$ cat src/hdl/dbp_pkg.sv
// Constants and states for the back-power probe sequencer.
// Assumes one 250 MHz controller clock and analog comparators behind plain pins.
// Functional notes
// - Keep PD behaviour until detach or reset
// - Lost PD connection returns to default
// - Probe periodically while full power absent
// - Stream detected: apply full bus power
// - No stream: no full power, keep probing
// - Probe current, power and duration bounded
// - Optional other partner detection first
// - Dead-partner detection always implemented
// - Initial step starts probe interval timer
// - Bus above off level: become sink
// - Timer expiry: probe supply, stream wait
// - Stream needs 128 alternating bits
// - Timeout: discharge, retry delay, restart
// - Detection: full power, sink-ready timer
package dbp_pkg;
    localparam int CLK_MHZ = 250;
    localparam int CNT_W = 32;
    // Default durations in microseconds
    localparam int PROBE_INTERVAL_US = 100_000;
    localparam int STREAM_WAIT_US = 50_000;
    localparam int DISCHARGE_US = 10_000;
    localparam int RETRY_DELAY_US = 20_000;
    localparam int SINK_READY_US = 500_000;
    localparam logic [CNT_W-1:0] PROBE_INTERVAL_CYC = CNT_W'(PROBE_INTERVAL_US * CLK_MHZ);
    localparam logic [CNT_W-1:0] STREAM_WAIT_CYC = CNT_W'(STREAM_WAIT_US * CLK_MHZ);
    localparam logic [CNT_W-1:0] DISCHARGE_CYC = CNT_W'(DISCHARGE_US * CLK_MHZ);
    localparam logic [CNT_W-1:0] RETRY_DELAY_CYC = CNT_W'(RETRY_DELAY_US * CLK_MHZ);
    localparam logic [CNT_W-1:0] SINK_READY_CYC = CNT_W'(SINK_READY_US * CLK_MHZ);
    localparam int STREAM_BITS = 128;
    localparam int BIT_CNT_W = 8;
    localparam logic [BIT_CNT_W-1:0] BIT_CNT_RST = 8'h00;
    localparam logic [CNT_W-1:0] CNT_RST = 32'h0000_0000;
    // Quiet cycles after which the stream counts as stopped
    localparam logic [CNT_W-1:0] QUIET_CYC = 32'h0000_0100;

    typedef enum logic [2:0] {
        DBP_IDLE,
        DBP_WAIT_PROBE,
        DBP_PROBE,
        DBP_DISCHARGE,
        DBP_FULL_POWER,
        DBP_SINK_READY_FAIL,
        DBP_SINK,
        DBP_PD_ACTIVE
    } dbp_state_t;
endpackage

$ cat src/hdl/dbp_stream_if.sv
// Carries the bit-stream detector request and result between modules.
// Assumes both ends share core_clk_i.
`timescale 1ns/10ps
interface dbp_stream_if;
    logic clear;
    logic found;
    modport ctrl (output clear, input found);
    modport det (input clear, output found);
endinterface

$ cat src/hdl/dbp_probe_ctrl.sv
// Back-power probe sequencer: probes the bus, watches for the stream, applies full power.
// Assumes comparator and PD status pins are asynchronous and supply switches are external.
`timescale 1ns/10ps
module dbp_probe_ctrl (
    // Clock and reset
    input wire logic core_clk_i,
    input wire logic resetn_i,
    // Bus sensing, asynchronous comparators
    input wire logic bus_above_off_i,
    input wire logic bus_full_power_i,
    input wire logic partner_detect_i,
    input wire logic partner_detect_en_i,
    // PD link state, asynchronous
    input wire logic pd_connected_i,
    input wire logic hard_reset_i,
    input wire logic detached_i,
    // Received bit stream, same clock domain
    input wire logic rx_valid_i,
    input wire logic rx_bit_i,
    // Timer lengths in cycles
    input wire logic [dbp_pkg::CNT_W-1:0] probe_interval_cyc_i,
    input wire logic [dbp_pkg::CNT_W-1:0] stream_wait_cyc_i,
    input wire logic [dbp_pkg::CNT_W-1:0] discharge_cyc_i,
    input wire logic [dbp_pkg::CNT_W-1:0] retry_delay_cyc_i,
    input wire logic [dbp_pkg::CNT_W-1:0] sink_ready_cyc_i,
    // Supply control and status
    output logic probe_supply_en_o,
    output logic full_power_en_o,
    output logic discharge_en_o,
    output logic sink_role_o,
    output logic pd_active_o,
    output logic sink_ready_fail_o,
    output logic [2:0] state_o
);
    import dbp_pkg::*;

    // ****************************************
    // Synchronisers
    // ****************************************
    localparam int NSYNC = 7;
    logic [NSYNC-1:0] raw;
    logic [NSYNC-1:0] meta_q;
    logic [NSYNC-1:0] sync_q;

    assign raw = {bus_above_off_i, bus_full_power_i, partner_detect_i, partner_detect_en_i,
                  pd_connected_i, hard_reset_i, detached_i};

    genvar g;
    generate
        for (g = 0; g < NSYNC; g++) begin : g_sync
            always_ff @(posedge core_clk_i) begin
                if (!resetn_i) begin
                    meta_q[g] <= 1'b0;
                    sync_q[g] <= 1'b0;
                end else begin
                    meta_q[g] <= raw[g];
                    sync_q[g] <= meta_q[g];
                end
            end
        end
    endgenerate

    logic above_off;
    logic full_seen;
    logic partner_seen;
    logic partner_gate;
    logic pd_conn;
    logic hard_rst;
    logic detach;
    assign {above_off, full_seen, partner_seen, partner_gate, pd_conn, hard_rst, detach} = sync_q;

    // ****************************************
    // Stream detector
    // ****************************************
    dbp_stream_if sif ();

    dbp_stream_det u_det (
        .core_clk_i(core_clk_i),
        .resetn_i(resetn_i),
        .rx_valid_i(rx_valid_i),
        .rx_bit_i(rx_bit_i),
        .link(sif.det)
    );

    // ****************************************
    // Sequencer
    // ****************************************
    typedef struct packed {
        dbp_state_t st;
        logic [CNT_W-1:0] tmr;
        logic [CNT_W-1:0] retry;
        logic pd_seen;
        logic probe_en;
        logic full_en;
        logic dis_en;
        logic sink;
        logic active;
        logic fail;
        logic det_clr;
    } dbp_ctl_st_t;

    dbp_ctl_st_t s_q;
    dbp_ctl_st_t s_d;

    function automatic logic expired(input logic [CNT_W-1:0] t, input logic [CNT_W-1:0] lim);
        expired = (t + 32'h0000_0001) >= lim;
    endfunction

    always_comb begin
        s_d = s_q;
        s_d.tmr = s_q.tmr + 32'h0000_0001;
        s_d.det_clr = 1'b0;
        if ((s_q.st == DBP_DISCHARGE) || (s_q.st == DBP_SINK_READY_FAIL)) begin
            s_d.retry = s_q.retry + 32'h0000_0001;
        end
        if (hard_rst || detach) begin
            // PD mode kept until detach, hard reset or lost PD connection
            s_d.st = DBP_IDLE;
            s_d.pd_seen = 1'b0;
        end else if (s_q.pd_seen && !pd_conn) begin
            s_d.st = DBP_IDLE;
            s_d.pd_seen = 1'b0;
        end else begin
            if (pd_conn) begin
                s_d.pd_seen = 1'b1;
            end
            unique case (s_q.st)
                DBP_IDLE: begin
                    s_d.st = DBP_WAIT_PROBE;
                    s_d.tmr = CNT_RST;
                    s_d.det_clr = 1'b1;
                end
                DBP_WAIT_PROBE: begin
                    if (above_off || full_seen) begin
                        s_d.st = DBP_SINK;
                    end else if (expired(s_q.tmr, probe_interval_cyc_i)
                                 && (!partner_gate || partner_seen)) begin
                        s_d.st = DBP_PROBE;
                        s_d.tmr = CNT_RST;
                        s_d.det_clr = 1'b1;
                    end
                end
                DBP_PROBE: begin
                    if (sif.found) begin
                        s_d.st = DBP_FULL_POWER;
                        s_d.tmr = CNT_RST;
                        s_d.retry = CNT_RST;
                    end else if (expired(s_q.tmr, stream_wait_cyc_i)) begin
                        s_d.st = DBP_DISCHARGE;
                        s_d.tmr = CNT_RST;
                        s_d.retry = CNT_RST;
                    end
                end
                DBP_DISCHARGE: begin
                    if (expired(s_q.retry, retry_delay_cyc_i)) begin
                        s_d.st = DBP_IDLE;
                    end
                end
                DBP_FULL_POWER: begin
                    // Partner must go quiet in time
                    if (expired(s_q.retry, QUIET_CYC)) begin
                        s_d.st = DBP_PD_ACTIVE;
                    end else if (expired(s_q.tmr, sink_ready_cyc_i)) begin
                        s_d.st = DBP_SINK_READY_FAIL;
                        s_d.tmr = CNT_RST;
                        s_d.retry = CNT_RST;
                    end else begin
                        // Quiet run restarts on every bit, so only a gap of QUIET_CYC cycles in a live stream ends it
                        s_d.retry = rx_valid_i ? CNT_RST : s_q.retry + 32'h0000_0001;
                    end
                end
                DBP_SINK_READY_FAIL: begin
                    // Partner never got ready: drop power and retry
                    if (expired(s_q.retry, retry_delay_cyc_i)) begin
                        s_d.st = DBP_IDLE;
                    end
                end
                DBP_SINK: begin
                    if (!above_off && !full_seen && !s_q.pd_seen) begin
                        s_d.st = DBP_IDLE;
                    end
                end
                DBP_PD_ACTIVE: begin
                end
            endcase
        end
        s_d.probe_en = (s_d.st == DBP_PROBE);
        s_d.full_en = (s_d.st == DBP_FULL_POWER) || (s_d.st == DBP_PD_ACTIVE);
        s_d.dis_en = ((s_d.st == DBP_DISCHARGE) || (s_d.st == DBP_SINK_READY_FAIL))
                     && (s_d.retry < discharge_cyc_i);
        s_d.sink = (s_d.st == DBP_SINK);
        s_d.active = (s_d.st == DBP_PD_ACTIVE);
        s_d.fail = (s_d.st == DBP_SINK_READY_FAIL);
    end

    always_ff @(posedge core_clk_i) begin
        if (!resetn_i) begin
            s_q <= '{st: DBP_IDLE, tmr: CNT_RST, retry: CNT_RST, pd_seen: 1'b0,
                     probe_en: 1'b0, full_en: 1'b0, dis_en: 1'b0, sink: 1'b0,
                     active: 1'b0, fail: 1'b0, det_clr: 1'b1};
        end else begin
            s_q <= s_d;
        end
    end

    assign sif.clear = s_q.det_clr;
    assign probe_supply_en_o = s_q.probe_en;
    assign full_power_en_o = s_q.full_en;
    assign discharge_en_o = s_q.dis_en;
    assign sink_role_o = s_q.sink;
    assign pd_active_o = s_q.active;
    assign sink_ready_fail_o = s_q.fail;
    assign state_o = s_q.st;
endmodule

$ cat src/hdl/dbp_stream_det.sv
// Alternating-bit stream detector on the received PD data bit.
// Assumes rx_bit_i and rx_valid_i are already synchronous to core_clk_i.
`timescale 1ns/10ps
module dbp_stream_det (
    // Clock and reset
    input wire logic core_clk_i,
    input wire logic resetn_i,
    // Received bits
    input wire logic rx_valid_i,
    input wire logic rx_bit_i,
    // Controller side
    dbp_stream_if.det link
);
    import dbp_pkg::*;

    typedef struct packed {
        logic [BIT_CNT_W-1:0] cnt;
        logic last;
        logic found;
    } dbp_det_st_t;

    dbp_det_st_t s_q;
    dbp_det_st_t s_d;

    always_comb begin
        s_d = s_q;
        if (link.clear) begin
            s_d = '{cnt: BIT_CNT_RST, last: 1'b0, found: 1'b0};
        end else if (rx_valid_i && !s_q.found) begin
            if (s_q.cnt == BIT_CNT_RST || rx_bit_i != s_q.last) begin
                s_d.cnt = s_q.cnt + 8'h01;
            end else begin
                // Repeated bit restarts the run at one
                s_d.cnt = 8'h01;
            end
            s_d.last = rx_bit_i;
            if (s_d.cnt == BIT_CNT_W'(STREAM_BITS)) begin
                s_d.found = 1'b1;
            end
        end
    end

    always_ff @(posedge core_clk_i) begin
        if (!resetn_i) begin
            s_q <= '{cnt: BIT_CNT_RST, last: 1'b0, found: 1'b0};
        end else begin
            s_q <= s_d;
        end
    end

    assign link.found = s_q.found;
endmodule

$ cat config.mk
export PLATFORM = sky130hd
export DESIGN_NAME = dbp_probe_ctrl
export DESIGN_NICKNAME = d
export VERILOG_FILES = /design/src/hdl/dbp_pkg.sv /design/src/hdl/dbp_stream_if.sv /design/src/hdl/dbp_probe_ctrl.sv /design/src/hdl/dbp_stream_det.sv
export SDC_FILE = /design/constraint.sdc
export NUM_CORES = 1
export LEC_CHECK = 0
export ABC_AREA = 1
export ABC_CLOCK_PERIOD_IN_PS = 7650
export BUFFER_PORTS_ARGS = -buffer_cell sky130_fd_sc_hd__buf_2
export CAP_MARGIN = 20
export CORE_ASPECT_RATIO = 2
export CORE_MARGIN = 8
export CORE_UTILIZATION = 55
export CTS_BUF_LIST = sky130_fd_sc_hd__clkbuf_2 sky130_fd_sc_hd__clkbuf_4 sky130_fd_sc_hd__clkbuf_8
export CTS_CLUSTER_SIZE = 25
export DETAILED_ROUTE_END_ITERATION = 6
export PLACE_DENSITY = 0.76
export SYNTH_ARGS = -nofsm -noshare
export SYNTH_HDL_FRONTEND = slang
export SYNTH_SLANG_ARGS = --single-unit
$ cat constraint.sdc
create_clock -name core_clk_i -period 7.65 [get_ports core_clk_i]
set_clock_uncertainty 0.05 [all_clocks]
set_input_delay 2.295 -clock core_clk_i [delete_from_list [all_inputs] [get_ports core_clk_i]]
set_output_delay 2.295 -clock core_clk_i [all_outputs]
set_load 0.05 [all_outputs]
==> results.md, run 1 <==
Run status:
- The run finished with clean final reports.

Finish:
- The final standard cell count with taps included and fillers excluded is 1970.
- The net count of the finished layout is 2086.
- The diode insertion count for antenna repair is 0.
- Relative to the synthesized area, the layout overhead comes to 12.8%.
- The fraction of layout cells with a size suffix above 1 is 14.1%.
- The utilization of the core after routing is 63.1%.
- The cell area after layout is 11200 um2.
- The total of fill cells in the finished design is 1779.

Place:
- Routability-driven placement finished with a final weighted congestion of 0.964.
- Prior to clock tree synthesis, the placed netlist has a worst setup slack of 1.24 ns.
- After detailed placement, the total cell area comes to 11000 um2.
- The instance count after placement with tap cells included is 1954.
- After legalization and detailed placement, the total HPWL measured 25.9 mm.
- Input and output buffers added on the ports amount to 179.

Setup path:
- The setup path with the least slack is of type flip-flop to flip-flop.
- The sort of element at the start of the critical path is a flip-flop.
- The worst setup path is captured at a flip-flop.
- The worst register-to-register path ends at discharge_en_o$_SDFF_PN0_.
- The worst reg-to-reg setup slack is 1.30 ns.
- The critical-path maximum fanout is 18.
- The worst path required time is 7.88 ns.
- The logic depth of the worst register-to-register path is 34.
- For this run, the slowest stage of the critical path takes 0.45 ns.
- The startpoint of the worst-slack reg-to-reg timing path is s_q[40]$_SDFF_PN0_.
- At the worst endpoint, the arrival time is 6.59 ns.
- The largest individual stage delay along the critical path comes from the cell sky130_fd_sc_hd__dfxtp_1.
- The most numerous cell type found on the critical path is sky130_fd_sc_hd__nand3_1.

Synth:
- The synthesized netlist contains 45 unique library cells.
- The area share of the leading cell type in the synthesized netlist is 20.5%.
- Among all flip-flop cells after synthesis, the most frequent one is sky130_fd_sc_hd__dfxtp_1.
- The number of nets in the synthesized netlist is 1916.
- The netlist area before placement is 9960 um2.
- Yosys attributes the largest share of cell area to sky130_fd_sc_hd__ha_1 20%, sky130_fd_sc_hd__dfxtp_1 20%, sky130_fd_sc_hd__nand2_1 13%, sky130_fd_sc_hd__inv_1 13%, sky130_fd_sc_hd__nor2_1 5.9%.
- Counting every instance in the synthesized netlist gives 1582.
- By count the netlist is led by 357 x sky130_fd_sc_hd__nand2_1, 340 x sky130_fd_sc_hd__inv_1, 163 x sky130_fd_sc_hd__ha_1.
- In this run, synthesis produced a sequential element count of 99.
- Yosys mapped a number of flops with a built-in enable equal to 0.
- In the post-synthesis netlist, the cell with the most instances is sky130_fd_sc_hd__nand2_1.
- The proportion of synthesized flip-flops having asynchronous set or reset is 0%.
- The number of warnings issued by yosys is 0.
- The sequential area share after synthesis is 19.9%.
- The average size of a mapped cell is 6.29 um2.
- The cell type contributing the most total cell area after synthesis is sky130_fd_sc_hd__ha_1.

Timing:
- At the pin with the least slew margin, the transition time is 0.737 ns.
- The worst slew slack as a fraction of its limit is 50.8%.
- After layout, the worst setup slack is 1.30 ns.
- The final critical path takes up 83.1% of the cycle.
- The number of failing hold endpoints at the final stage was 0.
- The number of slew-limit violations in the final report is 0.
- The final-layout setup total negative slack is 0 ns.
- Setup repair after global routing left no endpoint under its margin.
- Across all hold checks on the routed design, the worst slack comes to 0.378 ns.
- After layout, the minimum clock period comes to 6.35 ns.
- Setup violations remaining at the end of the flow were counted as 0.
- Timing would allow up to 0.157 GHz.

Power and ir drop:
- The portion of total power attributed to sequential cells is 46.3%.
- The power per unit of standard cell area is 104 nW/um2.
- The proportion of power drawn by combinational gates is 24.3%.
- Internal power comes to 0.768 mW.
- The net switching fraction of the power is 34.4%.
- Across the VDD grid, the largest voltage drop is 0.0789 mV.
- The clock network burns 29.4% of the power.
- The completed layout was analyzed and its total power is 1.17 mW.
- For this design the total switching power over the nets is 0.403 mW.
- The leakage power is 6.67 nW.

GRT:
- Summed over all layers, the global routing overflow is 0.
- The maximum number of pins on one net before global-route repair is 45.
- The total track usage is 25.7%.
- The number of antenna violations at the first check in global routing was 0.
- The via count of the first global-routing pass was 10200.
- The wire length of the first global-routing pass is 47.4 mm.

Clock tree:
- After clock tree synthesis, the repair step resized 0 gates.
- TritonCTS built the clock tree.
- Clock-pin slew was measured on the worst setup and hold paths at 0.10 ns.
- CTS built an H-tree with a depth of 3.
- In this run, CTS created clock tree buffers numbering 9.
- Hold repair after CTS inserted 0 buffers.
- The largest buffer count on any clock path is 2.
- In this run the clock root is driven by a sky130_fd_sc_hd__clkbuf_8.
- The clock latency on the worst-skew pair is 0.40 ns.
- The buffers inserted during post-CTS setup optimization is 0.
- The tree built by TritonCTS fans out to 99 sinks.

Drt:
- The number of vias after detailed routing is 10300.
- The routed wire length is 30.1 mm.
- For this run, the detailed router's first-pass iteration total came to 5.
- In the routed design, unresolved DRC markers number 0.
- The detail route stage leaves a number of antenna-violating nets equal to 0.
- The via density per instance is 5.22.
- The wire length per cell after detailed routing is 15.3 um.
- In this run, the number of DRC markers left after iteration 0 of detailed routing was 414.

Floorplanning:
- The floorplan step set the die width to 111 um.
- Once the floorplan was initialized, standard cells occupied 56.0% of the core.
- The die extent in y is 206 um.
- The total area inside the core boundary comes to 17800 um2.
- The die covers 22900 um2.
- The floorplan has 69 rows.
- The count of boundary I/O pins is 180.

Hold path:
- The startpoint identified for the worst hold timing path is meta_q[5]$_SDFF_PN0_.
- The min-delay analysis places its worst path in the category flip-flop to flip-flop.
- The path with the worst hold slack has its endpoint at full_seen$_SDFF_PN0_.
- Along the worst hold path, the cell count comes to 2.

Job:
- Across the run, the number of max-cap violations was 0.
worst max path at each step:
stage | startpoint | end | cells past startpoint
6_report | s_q[40]$_SDFF_PN0_ | discharge_en_o$_SDFF_PN0_ | 34
3_5_place_dp | s_q[40]$_SDFF_PN0_ | discharge_en_o$_SDFF_PN0_ | 34
4_1_cts | s_q[40]$_SDFF_PN0_ | discharge_en_o$_SDFF_PN0_ | 34
3_3_place_gp | s_q[40]$_SDFF_PN0_ | discharge_en_o$_SDFF_PN0_ | 38
2_1_floorplan | s_q[40]$_SDFF_PN0_ | discharge_en_o$_SDFF_PN0_ | 35
5_1_grt | s_q[40]$_SDFF_PN0_ | discharge_en_o$_SDFF_PN0_ | 38
flip-flops by register name, indices dropped and copies added (netlist names), 3 cells and up:
register and count:
u_det.s_q 9, s_q 65, state_o 3, meta_q 7
worst max-delay path: cells and delay by family, from the launching register on:
kind	cells	cell delay, ns
xor gates and xnor gates	1	0.16
DFF	1	0.45
buffers and inverters	3	0.44
and+or+nand+nor	26	4.19
AOI/OAI and AO/OA	1	0.10
adders and majority gates	3	0.82
power groups by stage:
stage	Sequential (mW)	Clock, mW	Combinational, mW
global placement	0.553	0	0.276
global route	0.544	0.368	0.323
CTS	0.541	0.349	0.283
floorplan	0.550	0	0.186
finish	0.542	0.344	0.284
detailed placement	0.553	0	0.282
cell usage in the layout (no fill, tap or decap), drive strengths merged, types with 2 or more instances in the layout:
master and count:
nand4 36, a211oi 8, nand2 365, or2 5
xnor2 9, nor4 5, inv 352, buf 185
and2 2, and3 2, clkinv 3, nand3b 7
o21a 7, xor2 23, ha 163, nor3 40
a21oi 98, o21ai 70, clkbuf 9, o21bai 3
o31ai 2, nand3 71, dfxtp 99, o211ai 9
o22ai 3, nor2 171
routing by layer:
layer | global-route usage, % | share of wire [%] | vias to the layer above
met5 | 0 | 0 | -
met4 | 15.9 | 5.3 | 0
met3 | 4.10 | 3.7 | 69
met2 | 53.8 | 57 | 273
met1 | 21.5 | 34 | 4566
li1 | - | - | 5371
cell families (layout without fill, tap and decap cells):
kind of cell / Yosys count / after routing / synth area share [%]
xor+xnor: 32 / 32 / 2.81
flops: 99 / 99 / 19.9
buf+inv: 375 / 550 / 14.6
simple gates: 707 / 707 / 30.7
compound gates: 206 / 206 / 11.5
fa+ha+maj: 163 / 163 / 20.5
final cells by class:
type,count,area (um2),share of cell area [%]
clock inverters,7,77.6,0.691
flip-flops and latches,99,1980,17.7
well taps,213,267,2.37
multi-input cells,1108,6530,58.1
clock buffers,9,124,1.10
inverters,349,1310,11.7
repair buffers,185,941,8.38
Power figures use the tool's default switching activity.
==> inputs of run 2 (changes only) <==
--- a/config.mk
+++ b/config.mk
@@ -6,12 +6,12 @@
 export NUM_CORES = 1
 export LEC_CHECK = 0
 export ABC_AREA = 1
-export ABC_CLOCK_PERIOD_IN_PS = 7650
+export ABC_CLOCK_PERIOD_IN_PS = 5680
 export BUFFER_PORTS_ARGS = -buffer_cell sky130_fd_sc_hd__buf_2
 export CAP_MARGIN = 20
 export CORE_ASPECT_RATIO = 2
 export CORE_MARGIN = 8
-export CORE_UTILIZATION = 55
+export CORE_UTILIZATION = 53
 export CTS_BUF_LIST = sky130_fd_sc_hd__clkbuf_2 sky130_fd_sc_hd__clkbuf_4 sky130_fd_sc_hd__clkbuf_8
 export CTS_CLUSTER_SIZE = 25
 export DETAILED_ROUTE_END_ITERATION = 6
==> constraint.sdc (replaced) <==
create_clock -name core_clk_i -period 5.68 [get_ports core_clk_i]
set_clock_uncertainty 0.05 [all_clocks]
set_input_delay 1.704 -clock core_clk_i [delete_from_list [all_inputs] [get_ports core_clk_i]]
set_output_delay 1.704 -clock core_clk_i [all_outputs]
set_load 0.05 [all_outputs]
==> results.md, run 2 (synthesized netlist as in run 1, its figures left out) <==
Drt:
- The number of optimization iterations in the first detailed-route pass was 7 (+2).
- The routed wire length is 31.8 mm (+5.8%).
- The remaining antenna violation count is 0 (unchanged).
- The wire length per cell after detailed routing was 15.8 um (+3.7%).
- The detailed router's first-iteration violation count came to 489 (+18%).
- The via density per instance is 5.36 (+2.8%).
- The residual DRC count was 0 (unchanged).
- The number of vias after detailed routing is 10800 (+4.8%).

Timing:
- The fmax was 0.180 GHz (+14%).
- The worst slew slack as a fraction of its limit is 46.2% (-4.6 points).
- Setup repair after global routing could not meet its margin everywhere.
- The count of endpoints failing setup in the final report is 0 (unchanged).
- The shortest period the worst path allows was 5.57 ns (-0.788 ns).
- The transition time at the pin with the least slew margin was 0.806 ns (+0.0695 ns).
- The number of failing hold endpoints at the final stage is 0 (unchanged).
- The final clock period utilization by the worst path is 98.0% (+15 points).
- The number of slew-limit violations in the final report is 0 (unchanged).

Finish:
- The largest register by flop count is s_q.
- The most common library cell in the layout ignoring fill and taps is sky130_fd_sc_hd__nand2_1.
- The largest registers in the layout are s_q x65, u_det.s_q x9, meta_q x7.
- The net count of the finished layout came to 2119 (+1.6%).
- The diode insertion count for antenna repair is 0 (unchanged).
- The final standard cell count with taps included and fillers excluded is 2009 (+2.0%).
- The cell area after layout is 11900 um2 (+6.1%).
- The area growth from synthesis to layout is 19.6%.
- The top cell types in the final layout, fill and taps aside, are 351 x sky130_fd_sc_hd__nand2_1, 338 x sky130_fd_sc_hd__inv_1, 179 x sky130_fd_sc_hd__buf_2.
- The flip-flop count of the largest register after layout came to 65 (unchanged).
- The fraction of layout cells with a size suffix above 1 is 18.4% (+4.4 points).

Place:
- The number of buffers added on ports is 179 (unchanged).
- The weighted congestion at the end of routability-driven global placement was 0.970 (+0.64%).
- The instance count after placement with tap cells included came to 1970 (+0.82%).
- The standard cell area after detailed placement came to 11100 um2 (+0.98%).
- The detailed-placement wirelength estimate was 26.2 mm (+0.96%).

Power and ir drop:
- The worst voltage drop across the vdd grid is 0.102 mV (+29%).
- The leakage power is 6.92 nW (+3.8%).
- The power share of the clock group is 31.1% (+1.7 points).
- The total net switching power came to 0.562 mW (+40%).
- The power per unit of standard cell area is 140 nW/um2 (+34%).
- The net switching fraction of the power is 33.8% (-0.63 points).
- The proportion of power drawn by combinational gates came to 25.0% (+0.7 points).
- The internal power came to 1.10 mW (+44%).
- The portion of total power attributed to sequential cells is 43.9% (-2.4 points).

Clock tree:
- The H-tree depth reported by CTS is 3 (unchanged).
- The clock latency on the worst-skew pair came to 0.41 ns (about the same).
- The count of hold-fix buffers inserted at cts is 0 (unchanged).
- The tree is rooted in a sky130_fd_sc_hd__clkbuf_8.
- The largest buffer count on any clock path is 2 (unchanged).
- TritonCTS built the clock tree.
- The clock-pin slew of the registers on the worst-case setup and hold paths is 0.12 ns (+0.02 ns).
- The total CTS buffers is 9 (unchanged).
- The clock sink count was 99 (unchanged).

Setup path:
- The worst path required time is 5.94 ns (-1.94 ns).
- STA classifies the critical path startpoint as a flip-flop.
- The delay of the slowest cell on the worst path came to 0.37 ns (-0.08 ns).
- The critical path in this run is classified as flip-flop to flip-flop.
- The worst setup path is captured at a flip-flop.
- The master of the slowest instance on the critical path is sky130_fd_sc_hd__dfxtp_2.
- The data arrival time of the critical path was 5.82 ns (-0.77 ns).
- The critical-path maximum fanout is 19 (+1).
- The worst reg-to-reg setup slack is 0.11 ns (-1.18 ns).
- By instance count, the cell type seen most on the critical path is sky130_fd_sc_hd__nand3_2.

Hold path:
- The worst hold path belongs to the class flip-flop to flip-flop.

GRT:
- The wire length of the first global-routing pass is 49.2 mm (+3.8%).
- The via count of the first global-routing pass is 10500 (+3.4%).
- The leftover overflow at the end of global routing came to 0 (unchanged).
- The maximum number of pins on one net before global-route repair came to 44 (-2.2%).
- The number of antenna violations at the first check in global routing is 0 (unchanged).
- The total track usage was 26.0% (+0.26 points).

Floorplanning:
- The count of standard-cell rows is 71 (+2.9%).
- The die width is 113 um (+1.6%).
- The starting density of the core was 53.4% (-2.6 points).
- The count of boundary I/O pins came to 180 (unchanged).
- The die extent in y is 210 um (+1.7%).
- The core region area is 18700 um2 (+4.9%).
- The die area is 23700 um2 (+3.4%).

Run status:
- The flow ran to the end, and the final reports show no timing, DRC or antenna violations.

Job:
- The number of max-cap violations is 0 (unchanged).
[run 2: cell count changes in the layout (fill, tap and decap cells not counted), sizes merged]
| cell | before | now |
|---|---|---|
| buf | 185 | 215 |
| clkbuf | 9 | 12 |
| clkinvlp | 1 | 0 |
| bufinv | 0 | 1 |
[run 2: critical path: cells and delay by family (launching register included)]
kind	cells	cell delay (ns)
simple gates	25	3.16
fa+ha+maj	3	0.77
buf+inv	5	0.61
flops	1	0.37
compound gates	2	0.33
xor+xnor	1	0.17
[run 2: area by class of cell]
class                   instances  area (um2)
clock buffers                   9         124
repair buffers                218        1280
inverters                     349        1310
flip-flops and latches         99        1980
well taps                     219         274
clock inverters                 7         100
multi-input cells            1108        6830
fillers                      1780        6750
[run 2: worst paths after layout]
kind	depth (start not counted)	end	start
setup / recovery	36	discharge_en_o$_SDFF_PN0_	s_q[41]$_SDFF_PN0_
setup reg to reg	36	discharge_en_o$_SDFF_PN0_	s_q[41]$_SDFF_PN0_
hold reg to reg	2	detach$_SDFF_PN0_	meta_q[0]$_SDFF_PN0_
hold / removal	2	detach$_SDFF_PN0_	meta_q[0]$_SDFF_PN0_
[run 2: metal layers]
layer | up-vias | wire, um | global-route usage, %
met2 | 369 | 17500 | 51.2
met5 | - | 0 | 0
met3 | 122 | 1580 | 4.12
met1 | 4853 | 10500 | 22.9
met4 | 0 | 2180 | 18.8
li1 | 5432 | - | -
[run 2: repair_timing]
action                                  4_1_cts  5_1_grt
resized for setup                             8       60
buffers inserted                              3       17
endpoints found under the setup margin        1       34
cloned                                        0        3
pin swaps                                     3       34
endpoints found under the hold margin         0        0
[run 2: power groups by stage]
stage / Clock (mW) / Combinational, mW / Sequential [mW]
floorplan: 0 / 0.251 / 0.741
global placement: 0 / 0.381 / 0.744
detailed placement: 0 / 0.389 / 0.744
CTS: 0.527 / 0.392 / 0.729
global route: 0.551 / 0.468 / 0.733
finish: 0.518 / 0.416 / 0.730
[run 2: per-stage QoR]
stage	power (mW)	TNS, ns	setup slack [ns]	hold WS (ns)	utilization [%]
after floorplan	0.992	0	0.274	0.340	-
after global placement	1.13	-0.0723	-0.0723	0.346	59.7
after detailed placement	1.13	-0.221	-0.221	0.353	59.7
after CTS	1.65	0	0.0106	0.378	61.2
after global routing	1.75	-0.219	-0.219	0.390	63.8
final	1.66	0	0.113	0.374	63.8
==> inputs of run 3 (changes only) <==
--- a/config.mk
+++ b/config.mk
@@ -11,11 +11,11 @@
 export CAP_MARGIN = 20
 export CORE_ASPECT_RATIO = 2
 export CORE_MARGIN = 8
-export CORE_UTILIZATION = 53
+export CORE_UTILIZATION = 33
 export CTS_BUF_LIST = sky130_fd_sc_hd__clkbuf_2 sky130_fd_sc_hd__clkbuf_4 sky130_fd_sc_hd__clkbuf_8
 export CTS_CLUSTER_SIZE = 25
 export DETAILED_ROUTE_END_ITERATION = 6
-export PLACE_DENSITY = 0.76
+export PLACE_DENSITY = 0.51
 export SYNTH_ARGS = -nofsm -noshare
 export SYNTH_HDL_FRONTEND = slang
 export SYNTH_SLANG_ARGS = --single-unit
==> results.md, run 3 (synthesized netlist as in run 1, its figures left out) <==
Setup path:
- The depth of the critical timing path with buffers and inverters included is 36 (unchanged).
- STA classifies the critical path endpoint as a flip-flop.
- The worst path buffer plus inverter count is 5 (unchanged).
- The logic depth of the worst register-to-register path is 36 (unchanged).
- The sort of element at the start of the critical path is a flip-flop.
- The worst setup path is of the flip-flop to flip-flop kind.
- The delay of the slowest cell on the worst path is 0.38 ns (about the same).
- The data arrival time of the critical path is 5.63 ns (-0.19 ns).
- The worst path required time is 5.91 ns (-0.03 ns).
- For this design, the slowest cell found on the critical path is sky130_fd_sc_hd__or3_4.
- The critical-path maximum fanout was 5 (-14).
- The cell family contributing the most delay on the critical path is simple AND/OR/NAND/NOR gates.

Timing:
- The transition time at the pin with the least slew margin is 0.693 ns (-0.113 ns).
- The final-layout setup total negative slack is 0 ns (unchanged).
- The worst slew slack as a fraction of its limit came to 53.3% (+7.1 points).
- The count of endpoints failing setup in the final report is 0 (unchanged).
- The fmax is 0.185 GHz (+3.0%).
- Setup repair after global routing could not meet its margin everywhere.
- The number of slew-limit violations in the final report is 0 (unchanged).
- The worst slack on hold paths was 0.371 ns (-0.00391 ns).
- The number of failing hold endpoints at the final stage came to 0 (unchanged).
- The final clock period utilization by the worst path is 95.2% (-2.8 points).
- The shortest period the worst path allows is 5.41 ns (-0.160 ns).
- The smallest setup slack after layout came to 0.273 ns (+0.160 ns).

Clock tree:
- The total CTS buffers is 9 (unchanged).
- The count of hold-fix buffers inserted at cts is 0 (unchanged).
- The largest buffer count on any clock path is 2 (unchanged).
- The clock sink count came to 99 (unchanged).
- TritonCTS built the clock tree.
- The clock latency on the worst-skew pair was 0.41 ns (about the same).
- The cell sitting at the root of the clock tree is a sky130_fd_sc_hd__clkbuf_8.
- The H-tree depth reported by CTS is 3 (unchanged).
- The clock-pin slew of the registers on the worst-case setup and hold paths is 0.13 ns (about the same).

Floorplanning:
- The starting density of the core is 33.2% (-20 points).
- The die area is 36300 um2 (+53%).
- The core region area is 30000 um2 (+61%).
- The count of standard-cell rows is 90 (+27%).
- The die extent in y is 262 um (+25%).
- The die width came to 139 um (+23%).
- The count of boundary I/O pins is 180 (unchanged).

Finish:
- The total of fill cells in the finished design was 3248 (+82%).
- The library cell used most frequently in the layout, excluding fill and tap cells, is sky130_fd_sc_hd__nand2_1.
- The flip-flop count of the largest register after layout is 65 (unchanged).
- The diode insertion count for antenna repair came to 0 (unchanged).
- The cell area after layout came to 12200 um2 (+2.1%).
- The final standard cell count with taps included and fillers excluded is 2172 (+8.1%).
- The fraction of layout cells with a size suffix above 1 is 19.2% (+0.74 points).
- The area taken by flip-flops and latches was 1980 um2 (unchanged).
- The net count of the finished layout came to 2134 (+0.71%).
- The top cell types in the final layout, fill and taps aside, are 350 x sky130_fd_sc_hd__nand2_1, 337 x sky130_fd_sc_hd__inv_1, 179 x sky130_fd_sc_hd__buf_2.
- The area growth from synthesis to layout is 22.1%.
- More flip-flops sit in one register than any other, and that register is s_q.
- In the final layout, the registers with the most flip-flops are s_q x65, u_det.s_q x9, meta_q x7.
- The combined area of the multi-input logic cells is 6850 um2 (+0.33%).
- The utilization of the core after routing is 40.6% (-23 points).

Run status:
- The flow ran to the end, and the final reports show no timing, DRC or antenna violations.

Place:
- The standard cell area after detailed placement came to 11300 um2 (+1.4%).
- The detailed-placement wirelength estimate is 24.6 mm (-6.1%).
- The instance count after placement with tap cells included was 2116 (+7.4%).
- The weighted congestion at the end of routability-driven global placement was 0.855 (-12%).
- The number of buffers added on ports is 179 (unchanged).
- The worst slack at placement is -0.267 ns (-0.0463 ns).

Drt:
- The number of optimization iterations in the first detailed-route pass is 5 (-2).
- The residual DRC count is 0 (unchanged).
- The routed wire length is 29.6 mm (-7.1%).
- The wire length per cell after detailed routing is 13.6 um (-14%).
- The via density per instance is 4.56 (-15%).
- The detailed router's first-iteration violation count is 535 (+9.4%).
- The remaining antenna violation count is 0 (unchanged).
- The number of vias after detailed routing is 9912 (-8.0%).

Hold path:
- The kind of path behind the tightest hold check is flip-flop to flip-flop.
- The worst hold path depth is 2 (unchanged).

Power and ir drop:
- The sum of internal, switching and leakage power is 1.60 mW (-3.9%).
- The power per unit of standard cell area is 131 nW/um2 (-5.9%).
- The total net switching power is 0.547 mW (-2.6%).
- The proportion of power drawn by combinational gates is 26.2% (+1.2 points).
- The power share of the clock group is 28.2% (-2.9 points).
- The net switching fraction of the power is 34.2% (+0.47 points).
- The internal power is 1.05 mW (-4.6%).
- The leakage power is 6.97 nW (+0.75%).
- The worst voltage drop across the vdd grid is 0.112 mV (+9.7%).
- The portion of total power attributed to sequential cells is 45.6% (+1.7 points).

GRT:
- The wire length of the first global-routing pass is 47.4 mm (-3.6%).
- The maximum number of pins on one net before global-route repair is 44 (unchanged).
- The total track usage is 16.2% (-9.8 points).
- The leftover overflow at the end of global routing is 0 (unchanged).
- The via count of the first global-routing pass is 9465 (-10%).
- The number of antenna violations at the first check in global routing is 0 (unchanged).

Job:
- The number of max-cap violations was 0 (unchanged).
-- run 3: cell type report --
type | count | share of cell area, %
clock buffer | 9 | 1.02
clock inverter | 6 | 0.453
inverter | 349 | 10.8
multi-input combinational | 1108 | 56.4
sequential | 99 | 16.3
tap | 368 | 3.79
timing repair buffer | 233 | 11.3
-- run 3: metal layers --
| layer | GRT usage (%) | share of wire (%) | vias up |
|---|---|---|---|
| li1 | - | - | 5455 |
| met1 | 21.2 | 49 | 4244 |
| met2 | 27.5 | 46 | 197 |
| met3 | 2.40 | 4.1 | 16 |
| met4 | 3.96 | 1.3 | 0 |
| met5 | 0 | 0 | - |
-- run 3: timing repair --
action / 4_1_cts / 5_1_grt
buffers inserted: 25 / 18
pin swaps: 14 / 51
gates cloned: 3 / 0
gates resized for setup: 25 / 57
setup endpoints to repair: 1 / 38
-- run 3: worst reg2reg max path, delay by kind of cell, from the launching register on --
| family | cells | cell delay [ns] |
|---|---|---|
| AND/OR/NAND/NOR | 26 | 3.33 |
| flip-flops | 1 | 0.37 |
| buffers and inverters | 5 | 0.53 |
| AO/OA/AOI/OAI | 1 | 0.08 |
| adder cells (fa/ha/maj) | 3 | 0.70 |
| XOR/XNOR | 1 | 0.18 |
-- run 3: path summary, 6_finish.rpt --
| path | start | to | slack [ns] |
|---|---|---|---|
| max | s_q[40]$_SDFF_PN0_ | discharge_en_o$_SDFF_PN0_ | 0.27 |
| min | meta_q[1]$_SDFF_PN0_ | hard_rst$_SDFF_PN0_ | 0.37 |
| max reg2reg | s_q[40]$_SDFF_PN0_ | discharge_en_o$_SDFF_PN0_ | 0.27 |
| min reg2reg | meta_q[1]$_SDFF_PN0_ | hard_rst$_SDFF_PN0_ | 0.37 |
-- run 3: power by group through the flow --
stage | logic (mW) | registers (mW) | clock network [mW]
finish | 0.419 | 0.729 | 0.450
global route | 0.484 | 0.732 | 0.496
CTS | 0.411 | 0.729 | 0.476
detailed placement | 0.387 | 0.744 | 0
global placement | 0.387 | 0.745 | 0
floorplan | 0.251 | 0.741 | 0
